### src/ccgts_pkg.sv
// Shared constants and types for the clock generator trim and status block
package ccgts_pkg;

    // ************************************************************
    // Register byte offsets
    // ************************************************************
    localparam logic [7:0] OFS_TRIM   = 8'h00;
    localparam logic [7:0] OFS_STATUS = 8'h04;
    localparam logic [7:0] OFS_CTRL   = 8'h08;
    localparam logic [7:0] OFS_IRQ_ST = 8'h0C;
    localparam logic [7:0] OFS_IRQ_MK = 8'h10;

    // ************************************************************
    // Field positions and reset values
    // ************************************************************
    localparam int         SC_LOST    = 7;
    localparam int         SC_LOCK    = 6;
    localparam int         SC_LOOPST  = 5;
    localparam int         SC_REFST   = 4;
    localparam int         SC_MODE_LO = 2;
    localparam int         SC_OSCRDY  = 1;
    localparam int         SC_FINE    = 0;
    localparam int         IRQ_LOST   = 0;
    localparam int         IRQ_LOCKED = 1;
    localparam int         IRQ_OSCRDY = 2;
    localparam int         IRQ_W      = 3;
    localparam int         CTRL_W     = 14;
    localparam logic [7:0] TRIM_RST   = 8'h80;
    localparam logic       FINE_RST   = 1'b0;
    localparam logic [2:0] MASK_RST   = 3'h0;
    localparam logic [1:0] RESP_OKAY  = 2'h0;
    localparam logic [1:0] RESP_SLVERR = 2'h2;

    // ************************************************************
    // Types
    // ************************************************************
    typedef enum logic [1:0] {
        CM_FLL = 2'b00,
        CM_INT = 2'b01,
        CM_EXT = 2'b10,
        CM_PLL = 2'b11
    } ccgts_mode_e;

    typedef struct packed {
        logic        low_power;
        logic        ext_ref_clk_en;
        logic        osc_request;
        logic [3:0]  vco_multiplier;
        logic        loop_choice_select;
        logic [2:0]  ref_divider;
        logic        ref_source_select;
        logic [1:0]  output_source_select;
    } ccgts_ctrl_s;

    localparam ccgts_ctrl_s CTRL_RST = '{
        low_power: 1'b0, ext_ref_clk_en: 1'b0, osc_request: 1'b0,
        vco_multiplier: 4'h1, loop_choice_select: 1'b0,
        ref_divider: 3'h0, ref_source_select: 1'b1,
        output_source_select: 2'h0};

    // Raw status from the loops, not yet synchronised
    typedef struct packed {
        logic        fll_locked;
        logic        pll_locked;
        logic        loop_ack;
        logic        ref_ack;
        ccgts_mode_e mode_ack;
        logic        osc_init_done;
    } ccgts_gen_s;

    localparam ccgts_gen_s GEN_RST = '{1'b0, 1'b0, 1'b0, 1'b1, CM_FLL, 1'b0};

endpackage

### src/ccgts_core.sv
// Trim, status and lock tracking for the clock generator, AXI4-Lite slave
//
// Overview of operation
// - Eight-bit coarse trim drives oscillator period; larger value, longer period.
// - Sticky lost-lock flag sets when a locked active loop drops lock.
// - Lost-lock flag clears on reset or write one; write zero ignored.
// - Lost-lock flag raises interrupt only when its enable allows.
// - Lock bit shows active loop locked; detection off when loops disabled.
// - Changing source, loop or divider, trim in FLL/internal modes or multiplier in PLL/external modes clears lock until relock.
// - Stop entry clears lock until exit and relock of the active loop.
// - Low-power bypass entry clears lock until exit and relock.
// - Loop status reports active loop after synchronising the select.
// - Reference status reports source after synchronising the select.
// - Two-bit clock mode status updates after synchronising the select.
// - Oscillator ready sets after init cycles when oscillator requested and used.
// - Oscillator ready clears on request withdrawal or internal reference without enable.
// - Fine trim bit adds the smallest period step.
// - Lost-lock enable matters only while the flag is set.
// - Loop select disables the loop that is not chosen.
`timescale 1ns/1ps

module ccgts_core
    import ccgts_pkg::*;
#(
    parameter int ADDR_W = 8
) (
    input  wire logic              i_sys_clk,
    input  wire logic              i_resetn,
    input  wire logic [ADDR_W-1:0] i_s_axi_awaddr,
    input  wire logic              i_s_axi_awvalid,
    output logic                   o_s_axi_awready,
    input  wire logic [31:0]       i_s_axi_wdata,
    input  wire logic [3:0]        i_s_axi_wstrb,
    input  wire logic              i_s_axi_wvalid,
    output logic                   o_s_axi_wready,
    output logic [1:0]             o_s_axi_bresp,
    output logic                   o_s_axi_bvalid,
    input  wire logic              i_s_axi_bready,
    input  wire logic [ADDR_W-1:0] i_s_axi_araddr,
    input  wire logic              i_s_axi_arvalid,
    output logic                   o_s_axi_arready,
    output logic [31:0]            o_s_axi_rdata,
    output logic [1:0]             o_s_axi_rresp,
    output logic                   o_s_axi_rvalid,
    input  wire logic              i_s_axi_rready,
    input  wire ccgts_gen_s        i_gen_status,
    input  wire logic              i_stop_mode,
    output logic [7:0]             o_coarse_trim,
    output logic                   o_fine_trim,
    output ccgts_ctrl_s            o_ctrl,
    output logic                   o_fll_enable,
    output logic                   o_pll_enable,
    output logic                   o_irq
);

    // ************************************************************
    // Helpers
    // ************************************************************
    function automatic logic [7:0] merge8(input logic [7:0] cur,
                                          input logic [7:0] nw,
                                          input logic       en);
        merge8 = en ? nw : cur;
    endfunction

    function automatic logic hit(input logic [ADDR_W-1:0] a,
                                 input logic [7:0]        ofs);
        hit = (a[7:2] == ofs[7:2]);
    endfunction

    // ************************************************************
    // Storage
    // ************************************************************
    logic [7:0]        coarse_trim;
    logic              fine_trim;
    ccgts_ctrl_s       ctrl;
    logic              lost_lock_flag;
    logic              lock;
    logic              relock_pending;
    logic              osc_ready_flag;
    logic [IRQ_W-1:0]  irq_status;
    logic [IRQ_W-1:0]  irq_mask;
    ccgts_gen_s        gen_meta;
    ccgts_gen_s        gen_sync;
    logic              aw_full;
    logic              w_full;
    logic [ADDR_W-1:0] aw_addr;
    logic [31:0]       w_data;
    logic [3:0]        w_strb;

    // ************************************************************
    // Bus write decode
    // ************************************************************
    wire logic        wr_fire  = aw_full && w_full && !o_s_axi_bvalid;
    wire logic        wr_trim  = wr_fire && hit(aw_addr, OFS_TRIM);
    wire logic        wr_sc    = wr_fire && hit(aw_addr, OFS_STATUS);
    wire logic        wr_ctrl  = wr_fire && hit(aw_addr, OFS_CTRL);
    wire logic        wr_irqst = wr_fire && hit(aw_addr, OFS_IRQ_ST);
    wire logic        wr_irqmk = wr_fire && hit(aw_addr, OFS_IRQ_MK);
    wire logic        wr_ok    = wr_trim || wr_sc || wr_ctrl ||
                                 wr_irqst || wr_irqmk;
    wire logic [7:0]  next_trim = merge8(coarse_trim, w_data[7:0],
                                         w_strb[0]);
    wire logic [15:0] ctrl_pad = {2'h0, ctrl};
    wire logic [15:0] ctrl_mrg = {merge8(ctrl_pad[15:8], w_data[15:8],
                                         w_strb[1]),
                                  merge8(ctrl_pad[7:0], w_data[7:0],
                                         w_strb[0])};
    wire ccgts_ctrl_s next_ctrl = ccgts_ctrl_s'(ctrl_mrg[CTRL_W-1:0]);
    // Write-one-to-clear on the lost-lock flag, from either view
    wire logic        lost_w1c = (wr_sc && w_strb[0] &&
                                  w_data[SC_LOST]) ||
                                 (wr_irqst && w_strb[0] &&
                                  w_data[IRQ_LOST]);
    wire logic [IRQ_W-1:0] irq_w1c = (wr_irqst && w_strb[0]) ?
                                     w_data[IRQ_W-1:0] : '0;

    // ************************************************************
    // Synchronised generator status and mode decode
    // ************************************************************
    wire logic        loop_choice_status = gen_sync.loop_ack;
    wire logic        ref_source_status  = gen_sync.ref_ack;
    wire ccgts_mode_e clock_mode_status  = gen_sync.mode_ack;
    wire logic        mode_fll = (clock_mode_status == CM_FLL);
    wire logic        mode_int = (clock_mode_status == CM_INT);
    wire logic        mode_ext = (clock_mode_status == CM_EXT);
    wire logic        mode_pll = (clock_mode_status == CM_PLL);
    wire logic        fll_int_modes = ref_source_status &&
                                      !loop_choice_status &&
                                      (mode_fll || mode_int);
    wire logic        pll_ext_modes = !ref_source_status &&
                                      loop_choice_status &&
                                      (mode_ext || mode_pll);
    wire logic        lp_bypass = ctrl.low_power &&
                                  (mode_int || mode_ext);
    wire logic        det_en    = !lp_bypass && !i_stop_mode;
    wire logic        raw_lock  = loop_choice_status ?
                                  gen_sync.pll_locked :
                                  gen_sync.fll_locked;
    wire logic        ext_in_use = ctrl.ext_ref_clk_en ||
                                   !ref_source_status;

    // ************************************************************
    // Lock tracking
    // ************************************************************
    // Parameter changes that invalidate the current lock
    wire logic        change_ev =
        (wr_ctrl &&
         ((next_ctrl.ref_source_select != ctrl.ref_source_select) ||
          (next_ctrl.loop_choice_select != ctrl.loop_choice_select) ||
          (next_ctrl.ref_divider != ctrl.ref_divider) ||
          (pll_ext_modes &&
           (next_ctrl.vco_multiplier != ctrl.vco_multiplier)))) ||
        (wr_trim && fll_int_modes && (next_trim != coarse_trim));
    wire logic        kill_lock = change_ev || !det_en;
    wire logic        lost_ev   = lock && !raw_lock && !kill_lock;
    wire logic        next_lock = raw_lock && !relock_pending &&
                                  !kill_lock;
    wire logic        osc_set   = ctrl.osc_request && ext_in_use &&
                                  gen_sync.osc_init_done;
    wire logic        osc_clr   = !ctrl.osc_request ||
                                  (ref_source_status &&
                                   !ctrl.ext_ref_clk_en);
    wire logic [IRQ_W-1:0] irq_ev = {osc_set && !osc_ready_flag,
                                     next_lock && !lock, lost_ev};

    // ************************************************************
    // Register processes
    // ************************************************************
    always_ff @(posedge i_sys_clk) begin
        if (!i_resetn) begin
            gen_meta <= GEN_RST;
            gen_sync <= GEN_RST;
        end else begin
            gen_meta <= i_gen_status;
            gen_sync <= gen_meta;
        end
    end

    always_ff @(posedge i_sys_clk) begin
        if (!i_resetn) begin
            coarse_trim <= TRIM_RST;
            fine_trim   <= FINE_RST;
            ctrl        <= CTRL_RST;
            irq_mask    <= MASK_RST;
        end else begin
            if (wr_trim) begin
                coarse_trim <= next_trim;
            end
            if (wr_sc && w_strb[0]) begin
                fine_trim <= w_data[SC_FINE];
            end
            if (wr_ctrl) begin
                ctrl <= next_ctrl;
            end
            if (wr_irqmk && w_strb[0]) begin
                irq_mask <= w_data[IRQ_W-1:0];
            end
        end
    end

    always_ff @(posedge i_sys_clk) begin
        if (!i_resetn) begin
            lock           <= 1'b0;
            relock_pending <= 1'b0;
            lost_lock_flag <= 1'b0;
            osc_ready_flag <= 1'b0;
            irq_status     <= '0;
        end else begin
            lock <= next_lock;
            // Armed by any lock killer, released once the loop drops
            relock_pending <= kill_lock || (relock_pending && raw_lock);
            // Set wins over a simultaneous clear
            lost_lock_flag <= lost_ev ||
                              (lost_lock_flag && !lost_w1c);
            osc_ready_flag <= osc_set || (osc_ready_flag && !osc_clr);
            irq_status     <= irq_ev | (irq_status & ~irq_w1c);
        end
    end

    // ************************************************************
    // AXI4-Lite handshakes
    // ************************************************************
    wire logic rd_fire = i_s_axi_arvalid && o_s_axi_arready;
    wire logic [31:0] rd_mux =
        hit(i_s_axi_araddr, OFS_TRIM)   ? {24'h0, coarse_trim} :
        hit(i_s_axi_araddr, OFS_STATUS) ?
            {24'h0, lost_lock_flag, lock, loop_choice_status,
             ref_source_status, clock_mode_status, osc_ready_flag,
             fine_trim} :
        hit(i_s_axi_araddr, OFS_CTRL)   ? {18'h0, ctrl} :
        hit(i_s_axi_araddr, OFS_IRQ_ST) ?
            {29'h0, irq_status[IRQ_W-1:1], lost_lock_flag} :
        hit(i_s_axi_araddr, OFS_IRQ_MK) ? {29'h0, irq_mask} : 32'h0;
    wire logic rd_ok = hit(i_s_axi_araddr, OFS_TRIM) ||
                       hit(i_s_axi_araddr, OFS_STATUS) ||
                       hit(i_s_axi_araddr, OFS_CTRL) ||
                       hit(i_s_axi_araddr, OFS_IRQ_ST) ||
                       hit(i_s_axi_araddr, OFS_IRQ_MK);

    assign o_s_axi_awready = !aw_full;
    assign o_s_axi_wready  = !w_full;
    assign o_s_axi_arready = !o_s_axi_rvalid;

    always_ff @(posedge i_sys_clk) begin
        if (!i_resetn) begin
            aw_full        <= 1'b0;
            w_full         <= 1'b0;
            aw_addr        <= '0;
            w_data         <= 32'h0;
            w_strb         <= 4'h0;
            o_s_axi_bvalid <= 1'b0;
            o_s_axi_bresp  <= RESP_OKAY;
        end else begin
            if (i_s_axi_awvalid && !aw_full) begin
                aw_full <= 1'b1;
                aw_addr <= i_s_axi_awaddr;
            end else if (wr_fire) begin
                aw_full <= 1'b0;
            end
            if (i_s_axi_wvalid && !w_full) begin
                w_full <= 1'b1;
                w_data <= i_s_axi_wdata;
                w_strb <= i_s_axi_wstrb;
            end else if (wr_fire) begin
                w_full <= 1'b0;
            end
            if (wr_fire) begin
                o_s_axi_bvalid <= 1'b1;
                o_s_axi_bresp  <= wr_ok ? RESP_OKAY : RESP_SLVERR;
            end else if (i_s_axi_bready) begin
                o_s_axi_bvalid <= 1'b0;
            end
        end
    end

    always_ff @(posedge i_sys_clk) begin
        if (!i_resetn) begin
            o_s_axi_rvalid <= 1'b0;
            o_s_axi_rdata  <= 32'h0;
            o_s_axi_rresp  <= RESP_OKAY;
        end else if (rd_fire) begin
            o_s_axi_rvalid <= 1'b1;
            o_s_axi_rdata  <= rd_mux;
            o_s_axi_rresp  <= rd_ok ? RESP_OKAY : RESP_SLVERR;
        end else if (i_s_axi_rready) begin
            o_s_axi_rvalid <= 1'b0;
        end
    end

    // ************************************************************
    // Outputs toward the generator
    // ************************************************************
    assign o_coarse_trim = coarse_trim;
    assign o_fine_trim   = fine_trim;
    assign o_ctrl        = ctrl;
    // Only one loop powered at a time
    assign o_fll_enable  = !ctrl.loop_choice_select && !lp_bypass;
    assign o_pll_enable  = ctrl.loop_choice_select && !lp_bypass;
    // Enable has no effect unless the flag itself is set
    assign o_irq = (lost_lock_flag && irq_mask[IRQ_LOST]) ||
                   (|(irq_status[IRQ_W-1:1] &
                      irq_mask[IRQ_W-1:1]));
endmodule

### config.mk
export PLATFORM = sky130hd
export DESIGN_NAME = ccgts_core
export DESIGN_NICKNAME = d
export VERILOG_FILES = /design/src/ccgts_pkg.sv /design/src/ccgts_core.sv
export SDC_FILE = /design/constraint.sdc
export NUM_CORES = 1
export LEC_CHECK = 0
export BUFFER_PORTS_ARGS = -buffer_cell sky130_fd_sc_hd__buf_2
export CAP_MARGIN = 20
export CELL_PAD_IN_SITES_DETAIL_PLACEMENT = 0
export CELL_PAD_IN_SITES_GLOBAL_PLACEMENT = 1
export CORE_ASPECT_RATIO = 1.4
export CORE_MARGIN = 4
export CORE_UTILIZATION = 36
export CTS_CLUSTER_SIZE = 8
export DETAILED_ROUTE_END_ITERATION = 12
export PLACE_DENSITY = 0.87
export SYNTH_ARGS = -nofsm -noshare
export SYNTH_HDL_FRONTEND = slang
export SYNTH_SLANG_ARGS = --single-unit
### constraint.sdc
create_clock -name i_sys_clk -period 2.7 [get_ports i_sys_clk]
set_clock_uncertainty 0.05 [all_clocks]
set_input_delay 0.81 -clock i_sys_clk [delete_from_list [all_inputs] [get_ports i_sys_clk]]
set_output_delay 0.81 -clock i_sys_clk [all_outputs]
set_load 0.05 [all_outputs]
==> out/metrics.yaml <==
synth_top_area_frac: 0.463
mostFrequentLayoutCell: "buf_2"
r2r_end: "irq_status[1]"
grt_overflow_total: 0
post_drt_wl_per_cell_um: 15.0
final_area_mm2: 0.00463
fillers: 1022
antenna_found_initial: 0
p_seq_frac: 0.469
ys_seq_elements: 88
rsz0062_at_grt: "false"
worstHoldPathType: "register to register"
synthCells: 421
layout_common_cells: "buf_2 (89), dfxtp_1 (88), nand2_1 (51)"
tightest_slew_ps: 654
drc: 0
power_frac_comb: 0.099
period_share: 0.910
grt_pass1_vias: 3084
p_int_uw: 2170
ys_warn_count: 0
path_clk_slew_ps: 60
setup_viol_count_final: 0
slew_headroom: 0.563
finalHoldViolCount: 0
die_y_um: 130
cts_setup_buffers: 0
power_frac_clock: 0.432
cp-startpoint: "clock_mode_status[0]"
vias_per_cell: 4.88
drtIter0Drc: 159
end_kind: "output port"
drive_above_1_share: 0.232
rows: 44
start_util: 0.367
cts_buffer_depth: 2
dr.pass1.iters: 4
dpl-instance-area_mm2: 0.00432
fin_nets: 575
clk_latency_ps: 350
ir_drop_v: 0.000313
syn-mean-instance-area_um2: 9.03
h-tree-depth: 3
drv_cap: 0
power_switching_uw: 758
synth_seq_area_share: 0.463
crit_required_ps: 1840
numClockSinks: 88
use_met2: 0.277
ys_types: 44
cts_tree: "done"
final_util: 0.447
busiest_layer: "met2"
synthesis.area_mm2: 0.00380
yosysTopAreaCell: "dfxtp_1"
grt_max_degree: 28
cts_resized: 0
grt_pass1_wl_um: 15300
area_growth_syn_to_layout_pct: 21.7
r2r-start: "aw_addr[3]"
powerDensity_mw_per_mm2: 634
slew_violations: 0
worstPathMaxFanout: 4
worstSetupEndpoint: "o_pll_enable"
ios: 134
io_buffers: 89
reg2reg_depth: 5
status: "finished clean"
critPathKind: "register to output port"
ys_top_cells_by_area: "dfxtp_1 (46%), mux2i_1 (9.5%), nand2_1 (5.0%), nor2_1 (4.4%), buf_4 (4.1%)"
cts_buffers: 9
finalCriticalPeriod_ps: 2460
p_leak_uw: 0.00215
root_buffer: "clkbuf_16"
arrival_ps: 1600
vias: 3158
core_mm2: 0.0103
hold_buffers: 0
startpoint_type: "register"
hold_ws_ps: 376
grtUsageMet3: 0.0337
max_freq_mhz: 407
grt_util_all_layers: 0.163
drt_wl_total_um: 9680
ant_nets: 0
met1_usage: 0.182
switching_share: 0.259
setup_tns_ps: 0
place.gp.congestion: 0.875
die-area_mm2: 0.0123
diodes: 0
die_w_um: 94.8
p_total_uw: 2930
r2r_setup_slack_ps: 420
dp_hpwl_um: 7480
per-layer routing:
layer	up-vias	routed length [um]	part of all wire
met1	1477	3820	0.39
met2	105	4920	0.51
li1	1549	-	-
met4	0	397	0.041
met5	-	0	0
met3	27	547	0.057
power by group through the flow:
stage | sequential, uW | combinational, uW | clock, uW
after global routing | 1380 | 318 | 1340
after floorplan | 1400 | 230 | 0
after CTS | 1380 | 293 | 1290
final | 1380 | 290 | 1270
after detailed placement | 1410 | 292 | 0
after global placement | 1400 | 287 | 0
cell families after synthesis:
family | after synthesis | synth area share
AND/OR/NAND/NOR | 149 | 0.183
flip-flops | 88 | 0.463
AO/OA/AOI/OAI | 68 | 0.110
buffers and inverters | 55 | 0.0774
multiplexers | 39 | 0.113
XOR/XNOR | 17 | 0.0392
adder cells (fa/ha/maj) | 4 | 0.0132
other | 1 | 0.000987
layout make-up:
type | count | area (um2) | share of cell area
Clock buffer | 10 | 239 | 0.0517
Clock inverter | 6 | 67.6 | 0.0146
Inverter | 12 | 45.0 | 0.00974
Multi-Input combinational cell | 297 | 1820 | 0.393
Sequential cell | 88 | 1760 | 0.381
Tap cell | 138 | 173 | 0.0373
Timing Repair Buffer | 96 | 523 | 0.113
worst max-delay path, cell delays in order (launching register included):
cell,delay (ps)
dfxtp_1,390
inv_1,80
ha_1,360
a21boi_1,150
buf_2,270
stage by stage:
stage / setup slack [ps] / instances
after floorplan: 292 / 440
after global placement: 384 / 631
after detailed placement: 346 / 631
after CTS: 227 / 647
after global routing: 166 / 647
final: 243 / 647
synthesized netlist by cell type:
master,number
dfxtp_1,88
nand2_1,51
nor2_1,45
mux2i_1,36
a21oi_1,25
buf_4,21
clkbuf_1,20
o21ai_0,16
and2_1,15
a22oi_1,14
xnor2_1,12
inv_1,11
nor3_1,6
nand2b_1,5
nand3_1,5
nor2b_1,5
xor2_1,5
ha_1,4
nand4_1,4
mux4_2,3
o211ai_1,3
or4_1,3
a21boi_0,2
or3_1,2
a221oi_1,1
a222oi_1,1
a22o_1,1
a31o_1,1
and2_0,1
and3_1,1
and3b_1,1
buf_2,1
buf_6,1
conb_1,1
inv_2,1
nand3b_1,1
nand4_2,1
nor4_1,1
o2111ai_1,1
o211a_1,1
o21a_1,1
o31ai_1,1
or3b_1,1
or3b_2,1
worst min path at each step:
stage | cells past startpoint | slack, ps | from | end
2_1_floorplan | 1 | 340 | gen_meta[3] | ref_source_status
3_3_place_gp | 1 | 370 | gen_meta[3] | ref_source_status
3_5_place_dp | 1 | 370 | gen_meta[6] | gen_sync[6]
4_1_cts | 1 | 380 | gen_meta[6] | gen_sync[6]
5_1_grt | 1 | 410 | gen_meta[1] | clock_mode_status[0]
6_report | 1 | 380 | gen_meta[3] | ref_source_status
registers in the layout (all words and copies together) (netlist names), 3 cells and up:
register / cells
aw_addr: 6
gen_meta: 7
gen_sync: 3
irq_mask: 3
o_coarse_trim: 8
o_ctrl: 14
o_s_axi_rdata: 14
w_data: 14
No activity file was read; power rests on OpenSTA's default activity.
